<file path="src/rtl/gtu_regs.svh">
// Register offsets, field positions, reset values and timing counts of the timer unit
`ifndef GTU_REGS_SVH
`define GTU_REGS_SVH

`define GTU_ADDR_CORE_CTRL 4'h0
`define GTU_ADDR_AUXA_CTRL 4'h1
`define GTU_ADDR_AUXB_CTRL 4'h2
`define GTU_ADDR_FAST_CTRL 4'h3
`define GTU_ADDR_COMP_CTRL 4'h4
`define GTU_ADDR_CAP_CTRL  4'h5
`define GTU_ADDR_CORE_CNT  4'h6
`define GTU_ADDR_AUXA_CNT  4'h7
`define GTU_ADDR_AUXB_CNT  4'h8
`define GTU_ADDR_FAST_CNT  4'h9
`define GTU_ADDR_COMP_CNT  4'hA
`define GTU_ADDR_CAPTURE_RELOAD_REGISTER    4'hB
`define GTU_ADDR_FLAGS     4'hC

`define GTU_CTRL_RST 16'h0000
`define GTU_CNT_RST  16'h0000
`define GTU_FLAGS_RST 9'h000

`define GTU_FLG_CORE_OVF 0
`define GTU_FLG_AUXA_OVF 1
`define GTU_FLG_AUXB_OVF 2
`define GTU_FLG_FAST_OVF 3
`define GTU_FLG_COMP_OVF 4
`define GTU_FLG_AUXA_CAP 5
`define GTU_FLG_AUXB_CAP 6
`define GTU_FLG_CAPTURE_RELOAD_REGISTER   7
`define GTU_FLG_INDEX    8
`define GTU_NFLAGS       9
`define GTU_RD_CORE_TGL  14
`define GTU_RD_FAST_TGL  15

// Finest count periods in system clocks, as log2 shifts of the prescaler
`define GTU_M1_MIN_CYC 4
`define GTU_M2_MIN_CYC 2
`define GTU_M1_SHIFT 4'h2
`define GTU_M2_SHIFT 4'h1

`endif

</file>
<file path="src/rtl/gtu_pkg.sv">
// Types shared by the general timer unit
package gtu_pkg;

	typedef enum logic [2:0] {
		GTU_TIMER   = 3'h0,
		GTU_GATED   = 3'h1,
		GTU_COUNTER = 3'h2,
		GTU_QUAD    = 3'h3,
		GTU_RELOAD  = 3'h4,
		GTU_CAPTURE = 3'h5
	} gtu_mode_t;

	typedef struct packed {
		gtu_mode_t  mode;
		logic [2:0] presc;
		logic [1:0] edge_sel;
		logic       dir_sw;
		logic       ext_dir;
		logic       run;
		logic       src_alt;
		logic       out_en;
		logic       reload_en;
		logic [1:0] rsvd;
	} gtu_ctrl_t;

	typedef struct packed {
		logic [10:0] rsvd;
		logic        clr;
		logic [1:0]  src;
		logic [1:0]  edge_sel;
	} gtu_cap_t;

	typedef struct packed {
		logic index;
		logic cap;
		logic comp_dir;
		logic comp_clk;
		logic fast_clk;
		logic auxb_clk;
		logic core_dir;
		logic core_clk;
	} gtu_pins_t;

endpackage

</file>
<file path="src/rtl/gtu_general_timer_unit.sv">
// General timer unit: two timer modules, capture/reload register, register port
//
// Local design decisions: the placing of the registers and the plain strobed port.
`timescale 1ns/1ps
`default_nettype none
`include "gtu_regs.svh"

module gtu_general_timer_unit (
	input  wire logic              sys_clk,
	input  wire logic              arst_n,
	input  wire logic [3:0]        reg_addr,
	input  wire logic [15:0]       reg_wdata,
	input  wire logic              reg_wr,
	input  wire logic              reg_rd,
	output logic [15:0]            reg_rdata,
	input  wire gtu_pkg::gtu_pins_t ext_pins,
	output logic                   core_toggle_output_pin,
	output logic                   fast_toggle_output_pin,
	output logic                   compare_unit_clock,
	output logic [8:0]             irq_flags
);
	import gtu_pkg::*;

	function automatic logic ptick(input logic [9:0] cnt, input logic [3:0] k);
		logic [9:0] mask;
		mask = ~(10'h3FF << k);
		return (cnt & mask) == mask;
	endfunction

	function automatic logic hit(input logic [1:0] sel, input logic r, input logic f);
		return (sel[0] & r) | (sel[1] & f);
	endfunction

	function automatic logic [16:0] step(input logic [15:0] v, input logic en, input logic dn);
		logic [16:0] res;
		res = {1'b0, v};
		if (en) begin
			if (dn) begin
				res = {v == 16'h0000, v - 16'h0001};
			end else begin
				res = {v == 16'hFFFF, v + 16'h0001};
			end
		end
		return res;
	endfunction

	gtu_ctrl_t   core_ctl;
	gtu_ctrl_t   auxa_ctl;
	gtu_ctrl_t   auxb_ctl;
	gtu_ctrl_t   fast_ctl;
	gtu_ctrl_t   comp_ctl;
	gtu_cap_t    cap_ctl;
	logic [15:0] core_cnt;
	logic [15:0] auxa_cnt;
	logic [15:0] auxb_cnt;
	logic [15:0] fast_cnt;
	logic [15:0] comp_cnt;
	logic [15:0] capture_reload_register;
	logic        core_tgl;
	logic        fast_tgl;
	logic [8:0]  flags;
	logic [9:0]  pre;
	logic [7:0]  sync1;
	logic [7:0]  sync2;
	logic [7:0]  samp1;
	logic [7:0]  samp2;
	logic [7:0]  pin_vec;
	logic [7:0]  rise1;
	logic [7:0]  fall1;
	logic [7:0]  rise2;
	logic [7:0]  fall2;
	logic        tick1;
	logic        tick2;
	logic        wr_core_ctl;
	logic        wr_flags;

	assign pin_vec = ext_pins;
	assign wr_flags = reg_wr && (reg_addr == `GTU_ADDR_FLAGS);

	// Two-stage synchronisers, first stage read only by the second
	for (genvar g = 0; g < 8; g++) begin : g_sync
		always_ff @(posedge sys_clk or negedge arst_n) begin
			if (!arst_n) begin
				sync1[g] <= 1'b0;
				sync2[g] <= 1'b0;
			end else begin
				sync1[g] <= pin_vec[g];
				sync2[g] <= sync1[g];
			end
		end
	end

	// Free-running prescaler shared by every timer
	always_ff @(posedge sys_clk or negedge arst_n) begin
		if (!arst_n) begin
			pre <= 10'h000;
		end else begin
			pre <= pre + 10'h001;
		end
	end

	assign tick1 = ptick(pre, `GTU_M1_SHIFT);
	assign tick2 = ptick(pre, `GTU_M2_SHIFT);

	// Inputs are looked at only on the module rate, so a pin can never count faster
	always_ff @(posedge sys_clk or negedge arst_n) begin
		if (!arst_n) begin
			samp1 <= 8'h00;
			samp2 <= 8'h00;
		end else begin
			if (tick1) begin
				samp1 <= sync2;
			end
			if (tick2) begin
				samp2 <= sync2;
			end
		end
	end

	assign rise1 = {8{tick1}} & (sync2 ^ samp1) & sync2;
	assign fall1 = {8{tick1}} & (sync2 ^ samp1) & ~sync2;
	assign rise2 = {8{tick2}} & (sync2 ^ samp2) & sync2;
	assign fall2 = {8{tick2}} & (sync2 ^ samp2) & ~sync2;

	// First module: index 0 core, 1 aux A, 2 aux B
	gtu_ctrl_t   ctl1 [3];
	logic [2:0]  c_now;
	logic [2:0]  c_old;
	logic [2:0]  c_r;
	logic [2:0]  c_f;
	logic [2:0]  d_now;
	logic [2:0]  d_old;
	logic [2:0]  en1;
	logic [2:0]  dn1;
	logic [16:0] core_nx;
	logic [16:0] auxa_nx;
	logic [16:0] auxb_nx;
	logic        tg_r;
	logic        tg_f;

	assign ctl1[0] = core_ctl;
	assign ctl1[1] = auxa_ctl;
	assign ctl1[2] = auxb_ctl;
	// Aux A clock and all aux direction inputs have no pin
	assign c_now = {sync2[2], 1'b0, sync2[0]};
	assign c_old = {samp1[2], 1'b0, samp1[0]};
	assign c_r = {rise1[2], 1'b0, rise1[0]};
	assign c_f = {fall1[2], 1'b0, fall1[0]};
	assign d_now = {2'b00, sync2[1]};
	assign d_old = {2'b00, samp1[1]};

	// Toggle latch transitions in the cycle of the core overflow
	assign tg_r = core_nx[16] & ~core_tgl;
	assign tg_f = core_nx[16] & core_tgl;

	for (genvar i = 0; i < 3; i++) begin : g_mod1
		logic [3:0] k;
		logic       ev;
		logic       qstep;
		assign k = {1'b0, ctl1[i].presc} + `GTU_M1_SHIFT;
		// Chained aux timers count on core toggle latch edges
		assign ev = (i != 0 && ctl1[i].src_alt) ? hit(ctl1[i].edge_sel, tg_r, tg_f)
			: hit(ctl1[i].edge_sel, c_r[i], c_f[i]);
		assign qstep = tick1 & ((c_now[i] ^ c_old[i]) | (d_now[i] ^ d_old[i]));
		always_comb begin
			unique case (ctl1[i].mode)
				GTU_TIMER: en1[i] = ctl1[i].run & ptick(pre, k);
				GTU_GATED: en1[i] = ctl1[i].run & ptick(pre, k)
					& (c_now[i] == ctl1[i].edge_sel[0]);
				GTU_COUNTER: en1[i] = ctl1[i].run & ev;
				GTU_QUAD: en1[i] = ctl1[i].run & qstep;
				GTU_RELOAD: en1[i] = 1'b0;
				GTU_CAPTURE: en1[i] = 1'b0;
				default: en1[i] = 1'b0;
			endcase
		end
		// Quadrature: up when new A differs from old B
		assign dn1[i] = (ctl1[i].mode == GTU_QUAD) ? ~(c_now[i] ^ d_old[i])
			: (ctl1[i].ext_dir ? d_now[i] : ctl1[i].dir_sw);
	end

	assign core_nx = step(core_cnt, en1[0], dn1[0]);
	assign auxa_nx = step(auxa_cnt, en1[1], dn1[1]);
	assign auxb_nx = step(auxb_cnt, en1[2], dn1[2]);

	logic rel_a;
	logic rel_b;
	logic cap_a;
	logic cap_b;

	assign rel_a = (auxa_ctl.mode == GTU_RELOAD) & (auxa_ctl.src_alt
		? hit(auxa_ctl.edge_sel, tg_r, tg_f) : hit(auxa_ctl.edge_sel, c_r[1], c_f[1]));
	assign rel_b = (auxb_ctl.mode == GTU_RELOAD) & (auxb_ctl.src_alt
		? hit(auxb_ctl.edge_sel, tg_r, tg_f) : hit(auxb_ctl.edge_sel, c_r[2], c_f[2]));
	assign cap_a = (auxa_ctl.mode == GTU_CAPTURE) & hit(auxa_ctl.edge_sel, c_r[1], c_f[1]);
	assign cap_b = (auxb_ctl.mode == GTU_CAPTURE) & hit(auxb_ctl.edge_sel, c_r[2], c_f[2]);

	// Second module
	logic [16:0] fast_nx;
	logic [16:0] comp_nx;
	logic        en6;
	logic        en5;
	logic        dn5;
	logic        ft_r;
	logic        ft_f;
	logic        cap_ev;

	assign en6 = fast_ctl.run & ((fast_ctl.mode == GTU_COUNTER)
		? hit(fast_ctl.edge_sel, rise2[3], fall2[3])
		: ptick(pre, {1'b0, fast_ctl.presc} + `GTU_M2_SHIFT));
	// Fast main direction input has no pin, so external direction means up
	assign fast_nx = step(fast_cnt, en6, fast_ctl.ext_dir ? 1'b0 : fast_ctl.dir_sw);
	assign ft_r = fast_nx[16] & ~fast_tgl;
	assign ft_f = fast_nx[16] & fast_tgl;
	assign en5 = comp_ctl.run & ((comp_ctl.mode == GTU_COUNTER)
		? (comp_ctl.src_alt ? hit(comp_ctl.edge_sel, ft_r, ft_f)
		: hit(comp_ctl.edge_sel, rise2[4], fall2[4]))
		: ptick(pre, {1'b0, comp_ctl.presc} + `GTU_M2_SHIFT));
	assign dn5 = comp_ctl.ext_dir ? sync2[5] : comp_ctl.dir_sw;
	assign comp_nx = step(comp_cnt, en5, dn5);
	assign cap_ev = (cap_ctl.src == 2'h0) ? hit(cap_ctl.edge_sel, rise2[6], fall2[6])
		: ((cap_ctl.src[0] & hit(cap_ctl.edge_sel, rise2[0], fall2[0]))
		| (cap_ctl.src[1] & hit(cap_ctl.edge_sel, rise2[1], fall2[1])));

	// Control registers
	always_ff @(posedge sys_clk or negedge arst_n) begin
		if (!arst_n) begin
			core_ctl <= gtu_ctrl_t'(`GTU_CTRL_RST);
			auxa_ctl <= gtu_ctrl_t'(`GTU_CTRL_RST);
			auxb_ctl <= gtu_ctrl_t'(`GTU_CTRL_RST);
			fast_ctl <= gtu_ctrl_t'(`GTU_CTRL_RST);
			comp_ctl <= gtu_ctrl_t'(`GTU_CTRL_RST);
			cap_ctl  <= gtu_cap_t'(`GTU_CTRL_RST);
		end else if (reg_wr) begin
			unique case (reg_addr)
				`GTU_ADDR_CORE_CTRL: core_ctl <= gtu_ctrl_t'(reg_wdata);
				`GTU_ADDR_AUXA_CTRL: auxa_ctl <= gtu_ctrl_t'(reg_wdata);
				`GTU_ADDR_AUXB_CTRL: auxb_ctl <= gtu_ctrl_t'(reg_wdata);
				`GTU_ADDR_FAST_CTRL: fast_ctl <= gtu_ctrl_t'(reg_wdata);
				`GTU_ADDR_COMP_CTRL: comp_ctl <= gtu_ctrl_t'(reg_wdata);
				`GTU_ADDR_CAP_CTRL:  cap_ctl  <= gtu_cap_t'({11'h000, reg_wdata[4:0]});
				default: ;
			endcase
		end
	end

	// Core timer; a software write beats a reload
	always_ff @(posedge sys_clk or negedge arst_n) begin
		if (!arst_n) begin
			core_cnt <= `GTU_CNT_RST;
		end else if (reg_wr && reg_addr == `GTU_ADDR_CORE_CNT) begin
			core_cnt <= reg_wdata;
		end else if (rel_a) begin
			core_cnt <= auxa_cnt;
		end else if (rel_b) begin
			core_cnt <= auxb_cnt;
		end else begin
			core_cnt <= core_nx[15:0];
		end
	end

	// Auxiliary timers
	always_ff @(posedge sys_clk or negedge arst_n) begin
		if (!arst_n) begin
			auxa_cnt <= `GTU_CNT_RST;
			auxb_cnt <= `GTU_CNT_RST;
		end else begin
			if (reg_wr && reg_addr == `GTU_ADDR_AUXA_CNT) begin
				auxa_cnt <= reg_wdata;
			end else if (cap_a) begin
				auxa_cnt <= core_cnt;
			end else begin
				auxa_cnt <= auxa_nx[15:0];
			end
			if (reg_wr && reg_addr == `GTU_ADDR_AUXB_CNT) begin
				auxb_cnt <= reg_wdata;
			end else if (cap_b) begin
				auxb_cnt <= core_cnt;
			end else begin
				auxb_cnt <= auxb_nx[15:0];
			end
		end
	end

	// Toggle latches
	always_ff @(posedge sys_clk or negedge arst_n) begin
		if (!arst_n) begin
			core_tgl <= 1'b0;
			fast_tgl <= 1'b0;
		end else begin
			core_tgl <= core_tgl ^ core_nx[16];
			fast_tgl <= fast_tgl ^ fast_nx[16];
		end
	end

	// Fast main timer
	always_ff @(posedge sys_clk or negedge arst_n) begin
		if (!arst_n) begin
			fast_cnt <= `GTU_CNT_RST;
		end else if (reg_wr && reg_addr == `GTU_ADDR_FAST_CNT) begin
			fast_cnt <= reg_wdata;
		end else if (fast_nx[16] && fast_ctl.reload_en) begin
			fast_cnt <= capture_reload_register;
		end else begin
			fast_cnt <= fast_nx[15:0];
		end
	end

	// Companion timer; clear on capture reads the old value first
	always_ff @(posedge sys_clk or negedge arst_n) begin
		if (!arst_n) begin
			comp_cnt <= `GTU_CNT_RST;
		end else if (reg_wr && reg_addr == `GTU_ADDR_COMP_CNT) begin
			comp_cnt <= reg_wdata;
		end else if (cap_ev && cap_ctl.clr) begin
			comp_cnt <= 16'h0000;
		end else begin
			comp_cnt <= comp_nx[15:0];
		end
	end

	// Capture/reload register
	always_ff @(posedge sys_clk or negedge arst_n) begin
		if (!arst_n) begin
			capture_reload_register <= `GTU_CNT_RST;
		end else if (cap_ev) begin
			capture_reload_register <= comp_cnt;
		end else if (reg_wr && reg_addr == `GTU_ADDR_CAPTURE_RELOAD_REGISTER) begin
			capture_reload_register <= reg_wdata;
		end
	end

	// Sticky event flags, write one to clear, a new event wins
	logic [8:0] flag_set;
	logic [8:0] flag_clr;

	assign flag_set = {rise1[7] | rise2[7] & ~tick1, cap_ev, cap_b, cap_a, comp_nx[16],
		fast_nx[16], auxb_nx[16], auxa_nx[16], core_nx[16]};
	assign flag_clr = wr_flags ? reg_wdata[8:0] : 9'h000;

	always_ff @(posedge sys_clk or negedge arst_n) begin
		if (!arst_n) begin
			flags <= `GTU_FLAGS_RST;
		end else begin
			flags <= (flags & ~flag_clr) | flag_set;
		end
	end

	// Compare unit clock pulse, one cycle per fast overflow
	always_ff @(posedge sys_clk or negedge arst_n) begin
		if (!arst_n) begin
			compare_unit_clock <= 1'b0;
		end else begin
			compare_unit_clock <= fast_nx[16];
		end
	end

	// Registered toggle pins; disabled pins sit low
	always_ff @(posedge sys_clk or negedge arst_n) begin
		if (!arst_n) begin
			core_toggle_output_pin <= 1'b0;
			fast_toggle_output_pin <= 1'b0;
		end else begin
			core_toggle_output_pin <= (core_tgl ^ core_nx[16]) & core_ctl.out_en;
			fast_toggle_output_pin <= (fast_tgl ^ fast_nx[16]) & fast_ctl.out_en;
		end
	end

	assign irq_flags = flags;

	// Read port: data valid only in the cycle after the strobe
	logic [15:0] rd_mux;

	always_comb begin
		rd_mux = 16'h0000;
		unique case (reg_addr)
			`GTU_ADDR_CORE_CTRL: rd_mux = core_ctl;
			`GTU_ADDR_AUXA_CTRL: rd_mux = auxa_ctl;
			`GTU_ADDR_AUXB_CTRL: rd_mux = auxb_ctl;
			`GTU_ADDR_FAST_CTRL: rd_mux = fast_ctl;
			`GTU_ADDR_COMP_CTRL: rd_mux = comp_ctl;
			`GTU_ADDR_CAP_CTRL:  rd_mux = cap_ctl;
			`GTU_ADDR_CORE_CNT:  rd_mux = core_cnt;
			`GTU_ADDR_AUXA_CNT:  rd_mux = auxa_cnt;
			`GTU_ADDR_AUXB_CNT:  rd_mux = auxb_cnt;
			`GTU_ADDR_FAST_CNT:  rd_mux = fast_cnt;
			`GTU_ADDR_COMP_CNT:  rd_mux = comp_cnt;
			`GTU_ADDR_CAPTURE_RELOAD_REGISTER:    rd_mux = capture_reload_register;
			`GTU_ADDR_FLAGS: begin
				rd_mux[8:0] = flags;
				rd_mux[`GTU_RD_CORE_TGL] = core_tgl;
				rd_mux[`GTU_RD_FAST_TGL] = fast_tgl;
			end
			default: rd_mux = 16'h0000;
		endcase
	end

	always_ff @(posedge sys_clk or negedge arst_n) begin
		if (!arst_n) begin
			reg_rdata <= 16'h0000;
		end else begin
			reg_rdata <= reg_rd ? rd_mux : 16'h0000;
		end
	end

endmodule
`default_nettype wire

</file>
<file path="config.mk">
export PLATFORM = sky130hd
export DESIGN_NAME = gtu_general_timer_unit
export DESIGN_NICKNAME = d
export VERILOG_FILES = /design/src/rtl/gtu_pkg.sv /design/src/rtl/gtu_general_timer_unit.sv
export VERILOG_INCLUDE_DIRS = /design/src /design/src/rtl
export SDC_FILE = /design/constraint.sdc
export NUM_CORES = 1
export LEC_CHECK = 0
export BUFFER_PORTS_ARGS = -buffer_cell sky130_fd_sc_hd__buf_4
export CORE_MARGIN = 5
export CORE_UTILIZATION = 36
export CTS_CLUSTER_SIZE = 25
export DETAILED_ROUTE_END_ITERATION = 10
export GPL_TIMING_DRIVEN = 0
export PLACE_DENSITY = 0.57
export SLEW_MARGIN = 15
export SYNTH_ARGS = -nofsm -noshare
export SYNTH_HDL_FRONTEND = slang
export SYNTH_SLANG_ARGS = --single-unit
export TNS_END_PERCENT = 50
</file>
<file path="constraint.sdc">
create_clock -name sys_clk -period 9.8 [get_ports sys_clk]
set_input_delay 1.47 -clock sys_clk [delete_from_list [all_inputs] [get_ports sys_clk]]
set_output_delay 1.47 -clock sys_clk [all_outputs]
set_load 0.01 [all_outputs]
</file>
---- Word-level counts from Yosys, hierarchy flattened ----
Index checks and enable logic that the tools add are counted.
W data, S select, Z words.
word-level totals
  input bits .............................. 32
  output and inout bits ................... 28
  bits in registers ....................... 253
cells by class
  shifts and indexed selects .............. 5
  reduce and logical (&&, ||, !) cells .... 31
  equal/unequal tests ..................... 39
  multiplexer cells ....................... 44
  $add $sub $neg .......................... 16
  bitwise gates (word level) .............. 94
operators by type and width
  kind                     number
  $mux W16                 13
  $mux W17                 10
  $pmux W9 S13             1
  $add A16 B1 Y16 const B  5
  $eq A16 B16 Y1 const B   5
  $logic_not A16 Y1        5
  $sub A16 B1 Y16 const B  5
  $pmux W5 S11             1
  $and A10 B10 Y10         5
  $eq A10 B10 Y1           5
  $not A10 Y10             5
  $shl A10 B4 Y10 const A  5
  $and A1 B1 Y1            47
  $and A8 B8 Y8            4
  $eq A3 B2 Y1 const B     8
  $pmux W2 S12             1
  $eq A4 B4 Y1 const B     5
  $eq A4 B3 Y1 const B     4
  $xor A8 B8 Y8            2
  $mux W1                  14
  $or A1 B1 Y1             13
  $add A3 B2 Y4 const B    3
  $reduce_and A2 Y1        6
  $add A10 B1 Y10 const B  1
  other kinds (25)         56

---- Depth between registers and ports, before layout ----
  depth after elaboration ................. 18
  mapped depth ............................ 20
  depth with buffers taken out ............ 18

---- Worst setup path after synthesis ----
OpenSTA, ideal clock, no wires.
  path kind ............................... register -> register
  start point ............................. register auxb_ctl[13] (netlist name)
  end point ............................... register auxb_cnt[14]
  cell stages (with the launch flop) ...... 15
  library setup time ...................... 0.129 ns
  buffers on the path ..................... 1
  data arrival time ....................... 3.331 ns
  slack ................................... 6.340 ns
  path through ............................ dfrtp_1 clkbuf_1 nand3b_1 o21ai_1 inv_1 fa_1 nor2b_1 o21ai_0 a21boi_1 o21ai_1 a211oi_2 nor3_1 o41ai_1 xnor2_1 o21ai_0
on the way
  word-level cells in the longest chain between the ends .. 6
ends and longest elaborated chain
  item                    line                                                          text
  start, declared         gtu_general_timer_unit.sv:49                                  gtu_ctrl_t auxb_ctl;
  start signal, assigned  gtu_general_timer_unit.sv:230                                 auxb_ctl <= gtu_ctrl_t'(`GTU_CTRL_RST);
  start signal, assigned  gtu_general_timer_unit.sv:238                                 `GTU_ADDR_AUXB_CTRL: auxb_ctl <= gtu_ctrl_t'(reg_wdata);
  $eq A3 B2 Y1            gtu_general_timer_unit.sv:166, gtu_general_timer_unit.sv:178
  $mux W1                 gtu_general_timer_unit.sv:178                                 assign dn1[i] = (ctl1[i].mode == GTU_QUAD) ? ~(c_now[i] ^ d_old[i])
  $mux W17                gtu_general_timer_unit.sv:38                                  if (dn) begin
  $mux W17                gtu_general_timer_unit.sv:37                                  if (en) begin
  $mux W16                gtu_general_timer_unit.sv:277                                 end else if (cap_b) begin
  $mux W16                gtu_general_timer_unit.sv:275                                 if (reg_wr && reg_addr == `GTU_ADDR_AUXB_CNT) begin
  end signal, assigned    gtu_general_timer_unit.sv:276                                 auxb_cnt <= reg_wdata;
  end signal, assigned    gtu_general_timer_unit.sv:278                                 auxb_cnt <= core_cnt;
  end signal, assigned    gtu_general_timer_unit.sv:280                                 auxb_cnt <= auxb_nx[15:0];
  end, declared           gtu_general_timer_unit.sv:55                                  logic [15:0] auxb_cnt;
Parallel ways exist; a longest one is shown, timed or not. The select of a mux whose other input is x is not followed.
A chain may end at the register's enable or synchronous reset.

---- Worst setup path after layout ----
  start point ............................. register core_ctl[11] (netlist name)
  end point ............................... register core_cnt[5]
on the way
  word-level cells in the longest chain between the ends .. 17
ends and longest elaborated chain
  item                                     line                                                          text
  start, declared                          gtu_general_timer_unit.sv:47                                  gtu_ctrl_t core_ctl;
  start signal, assigned                   gtu_general_timer_unit.sv:228                                 core_ctl <= gtu_ctrl_t'(`GTU_CTRL_RST);
  start signal, assigned                   gtu_general_timer_unit.sv:236                                 `GTU_ADDR_CORE_CTRL: core_ctl <= gtu_ctrl_t'(reg_wdata);
  $add A3 B2 Y4 (no source line) (*)       n/a
  $shl A10 B4 Y10 (*)                      gtu_general_timer_unit.sv:26                                  mask = ~(10'h3FF << k);
  $not A10 Y10 (*)                         gtu_general_timer_unit.sv:26
  $and A10 B10 Y10                         gtu_general_timer_unit.sv:27                                  return (cnt & mask) == mask;
  $eq A10 B10 Y1 (*)                       gtu_general_timer_unit.sv:27
  $and A1 B1 Y1 (*)                        gtu_general_timer_unit.sv:167, gtu_general_timer_unit.sv:168
  $and A1 B1 Y1                            gtu_general_timer_unit.sv:169                                 & (c_now[i] == ctl1[i].edge_sel[0]);
  $pmux W1 S4 (*)                          gtu_general_timer_unit.sv:166                                 unique case (ctl1[i].mode)
  $mux W17                                 gtu_general_timer_unit.sv:37
  $and A1 B1 Y1, on equally long branches  gtu_general_timer_unit.sv:153, gtu_general_timer_unit.sv:154
  $and A1 B1 Y1                            gtu_general_timer_unit.sv:31                                  return (sel[0] & r) | (sel[1] & f);
  $or A1 B1 Y1                             gtu_general_timer_unit.sv:31
  $mux W1                                  gtu_general_timer_unit.sv:194                                 ? hit(auxb_ctl.edge_sel, tg_r, tg_f) : hit(auxb_ctl.edge_sel, c_r[2], c_f[2]));
  $and A1 B1 Y1                            gtu_general_timer_unit.sv:193                                 assign rel_b = (auxb_ctl.mode == GTU_RELOAD) & (auxb_ctl.src_alt
  $mux W16                                 gtu_general_timer_unit.sv:255                                 end else if (rel_b) begin
  $mux W16                                 gtu_general_timer_unit.sv:253                                 end else if (rel_a) begin
  $mux W16                                 gtu_general_timer_unit.sv:251                                 end else if (reg_wr && reg_addr == `GTU_ADDR_CORE_CNT) begin
  end signal, assigned                     gtu_general_timer_unit.sv:252                                 core_cnt <= reg_wdata;
  end signal, assigned                     gtu_general_timer_unit.sv:254                                 core_cnt <= auxa_cnt;
  end signal, assigned                     gtu_general_timer_unit.sv:256                                 core_cnt <= auxb_cnt;
  end, declared                            gtu_general_timer_unit.sv:53                                  logic [15:0] core_cnt;
Mark *: on every way between the ends. The rest lies on a longest branch, timed or not. The select of a mux whose other input is x is not followed.

==> impl_results.md <==
* Grt total ovfl at 0
* GP Congestion at between 0.9 and 1
* Final setup viols at 0
* Share of layout cells above drive strength 1 at 13.7%
* Root Buffer: clkbuf_16
* DR iter-0 viols at 1884
* Slew HR at approximately a fifth
* Worst Hold Path EP: sync2[4]
* Largest net degree at the start of global routing at 94
* Row cnt at 77
* Met3 wire len at 5660 um
* CP Data Arrival Time at between 5000 and 6000 ps
* Clk_lat worst skew at 590 ps
* Leakage power at about 7.9 nW
* N_diodes at 0
* Sw Share at 44.0%
* Detailed Routing Iterations Pass 1 at 10
* Via density at ~6.1
* Sum Neg Setup Slack at 0 ps
* Tcrit/Tclk final at 51.3%
* Io pins at 60
* Clk pwr share at 21.4%
* H-Tree Depth at 1
* Fmax at around 0.20 GHz
* Initial core utilization at 36.5%
* Routed wire per std cell at 26.3 um
* EDFF count, synth at 0
* Port bufs at ~60
* Largest cells by area after synthesis: dfrtp_1, ha_1, mux2_2, o21ai_0, a21oi_1
* Final Hold Fails at 0
* Slew Limit Fails at 0
* Reg clk slew, reported paths at 60 ps
* Post-synth top area cell: dfrtp_1
* Wl on met1 at 27300 um
* Syn_nets at about 1900
* RSZ-0062 raised after global routing: no
* Synth top area share at between 30% and 40%
* Data required time of the critical path at roughly 10000 ps
* Vias at roughly 15000
* Reg2reg setup slack at around 4800 ps
* Top Metal Used: met4
* Synth unique cells at 81
* Clock sinks at 247
* Critical Path End Type: register
* Final nets at 1975
* R2R Path End: core_cnt[5]
* Die Area at 0.0493 mm^2
* CTS tree: built
* Worst R2R Path Depth at 18
* Ys async rst share at 100%
* Gate power share at 43.0%
* Seq/Total Area, Yosys at around two fifths
* DIE HEIGHT at between 200 and 250 um
* Post-DRT Antenna Nets at 0
* Synthesis-to-layout area growth at 14.6%
* Final Util at 41.8%
* Maximum vdd drop at between 0.15 and 0.2 mV
* Netlist Area Pre-Place at 0.0162 mm^2
* DP Wirelength at 48200 um
* Maxcap violations at 0
* Setup CP Type: reg2reg
* Die X at 222 um
* Hold Buf Count CTS at 0
* Status: finished, final reports clean
* Routed wl met2 at 28300 um
* Layout Skew at 35.2 ps
* Clock Path Buffers at 3
* Placeable core area at approximately 0.044 mm^2
* Predominant post-synthesis flop cell: dfrtp_1
* HP Start: sync1[4]
* CP startpoint kind: register
* Cell Int Power at 3.11 mW
* Synthesis Warnings at 0
* # resized after CTS at 0
* GRT Overall Usage at 25.3%
* DRC errors left at 0
* Post-Syn Area per Cell at 9.23 um^2
* Fillcell total at around 4400
* Power density over the cells at 300 mW/mm^2
* Synthesized flop and latch total at 247
* Worst Tran Pin Value at between 1000 and 1500 ps
* Crit Path Max Fanout at 10
* First-pass GRT wire length at 95700 um
* Worst hold stages at 0
* Hold Path Class: reg2reg
* Switching pwr at 2.44 mW
* Postcts setup bufs at 0
* Number of global-route vias before repair at 14500
* Routed wire length at around 65000 um
* Initial antenna violation count at 2
* Reg2reg start: core_ctl[11]
* Crit path time final at 5030 ps
* Sequential power share at 35.6%
* CTS buffer count at 30
* Cell count after synthesis at 1752
## cell families (layout without fill, tap and decap cells)
family | count (synthesis) | count (layout) | synth area share, %
multiplexers | 132 | 132 | 8.87
AND/OR/NAND/NOR | 510 | 510 | 15.1
AO/OA/AOI/OAI | 537 | 537 | 22.3
adder cells (fa/ha/maj) | 95 | 95 | 7.58
flip-flops | 247 | 247 | 38.2
XOR/XNOR | 76 | 76 | 4.11
buffers and inverters | 155 | 274 | 3.82
## cells in the mapped netlist (all sizes together) (7+ instances only)
cell and n:
xor2 22, nand4 28, o21bai 7, nand2 152, buf 22, ha 90, a22oi 47, clkbuf 72
a221oi 35, a211oi 14, nand3b 15, o211ai 7, inv 61, a21o 24, o21a 11, and3 12
dfrtp 247, or3 12, o22ai 8, nor2b 18, o21ai 134, a21oi 117, nor2 146, mux2i 41
a222oi 10, a22o 33, nand3 25, nor4 31, nand2b 16, mux2 91, a31oi 25, xnor2 54
o31ai 11, nor3 36
## stage by stage
stage          setup WS [ps]  cell area (um^2)  instances  hold WS (ps)  power, mW
2_1_floorplan           6340             16200       1752           331       3.46
6_report                4770             18500       2463           346       5.55
3_5_place_dp            4840             17500       2408           335       4.30
4_1_cts                 4790             18500       2463           348       5.50
3_3_place_gp            4810             17400       2403           335       4.22
5_1_grt                 4400             18500       2463           352       5.87
## worst max path at each step
| stage | to | startpoint | slack [ps] |
|---|---|---|---|
| global route | comp_cnt[11] | fast_ctl[11] | 4400 |
| finish | core_cnt[5] | core_ctl[11] | 4770 |
| detailed placement | comp_cnt[13] | fast_ctl[11] | 4840 |
| floorplan | auxb_cnt[14] | auxb_ctl[13] | 6340 |
| CTS | comp_cnt[13] | fast_ctl[11] | 4790 |
| global placement | irq_flags[8] | reg_addr[0] | 4810 |
## cell usage in the layout (no fill, tap or decap), types with 31 or more instances in the layout
| master | n |
|---|---|
| a21oi_1 | 114 |
| mux2_2 | 91 |
| a22oi_1 | 47 |
| buf_4 | 62 |
| nand2_1 | 152 |
| clkbuf_16 | 31 |
| a22o_1 | 33 |
| o21ai_0 | 121 |
| mux2i_1 | 41 |
| clkbuf_1 | 76 |
| ha_1 | 90 |
| xnor2_1 | 54 |
| dfrtp_1 | 247 |
| a221oi_1 | 35 |
| inv_1 | 61 |
| nor2_1 | 146 |
## final cells by class
type / instances / area [um^2] / area share, %
plain buffers: 94 / 389 / 2.10
clock buffers: 45 / 928 / 5.01
clock inverters: 10 / 134 / 0.722
inverters: 61 / 229 / 1.24
multi-input cells: 1350 / 9410 / 50.7
flip-flops and latches: 247 / 6180 / 33.3
well taps: 592 / 741 / 4.00
repair buffers: 64 / 532 / 2.87
## critical path: stages, from the launching register on
cell      delay [ps]
dfrtp_1          460
inv_1            100
ha_1             310
nor3b_1          200
nor2_1            60
o31ai_1          270
nand4_1          160
a21oi_1          560
buf_2            340
and2_1           270
ha_1             240
a22oi_1          150
nand2_1          100
o21ai_0          100
nor3_1           530
buf_2            350
nor2_1            80
a221oi_1         420
o21ai_0          190
## routing by layer
metal,GRT usage (%),vias to the layer above
li1,-,6741
met1,35.3,7413
met2,39.2,825
met3,3.80,162
met4,10.9,0
met5,0,-
## power groups by stage
stage          Clock (mW)  Sequential [mW]  Combinational [mW]
6_report             1.19             1.98                2.39
5_1_grt              1.24             1.97                2.66
4_1_cts              1.20             1.93                2.37
3_5_place_dp            0             1.94                2.36
3_3_place_gp            0             1.94                2.28
2_1_floorplan           0             1.59                1.86
Note: power is estimated with default switching activity, not from simulation.
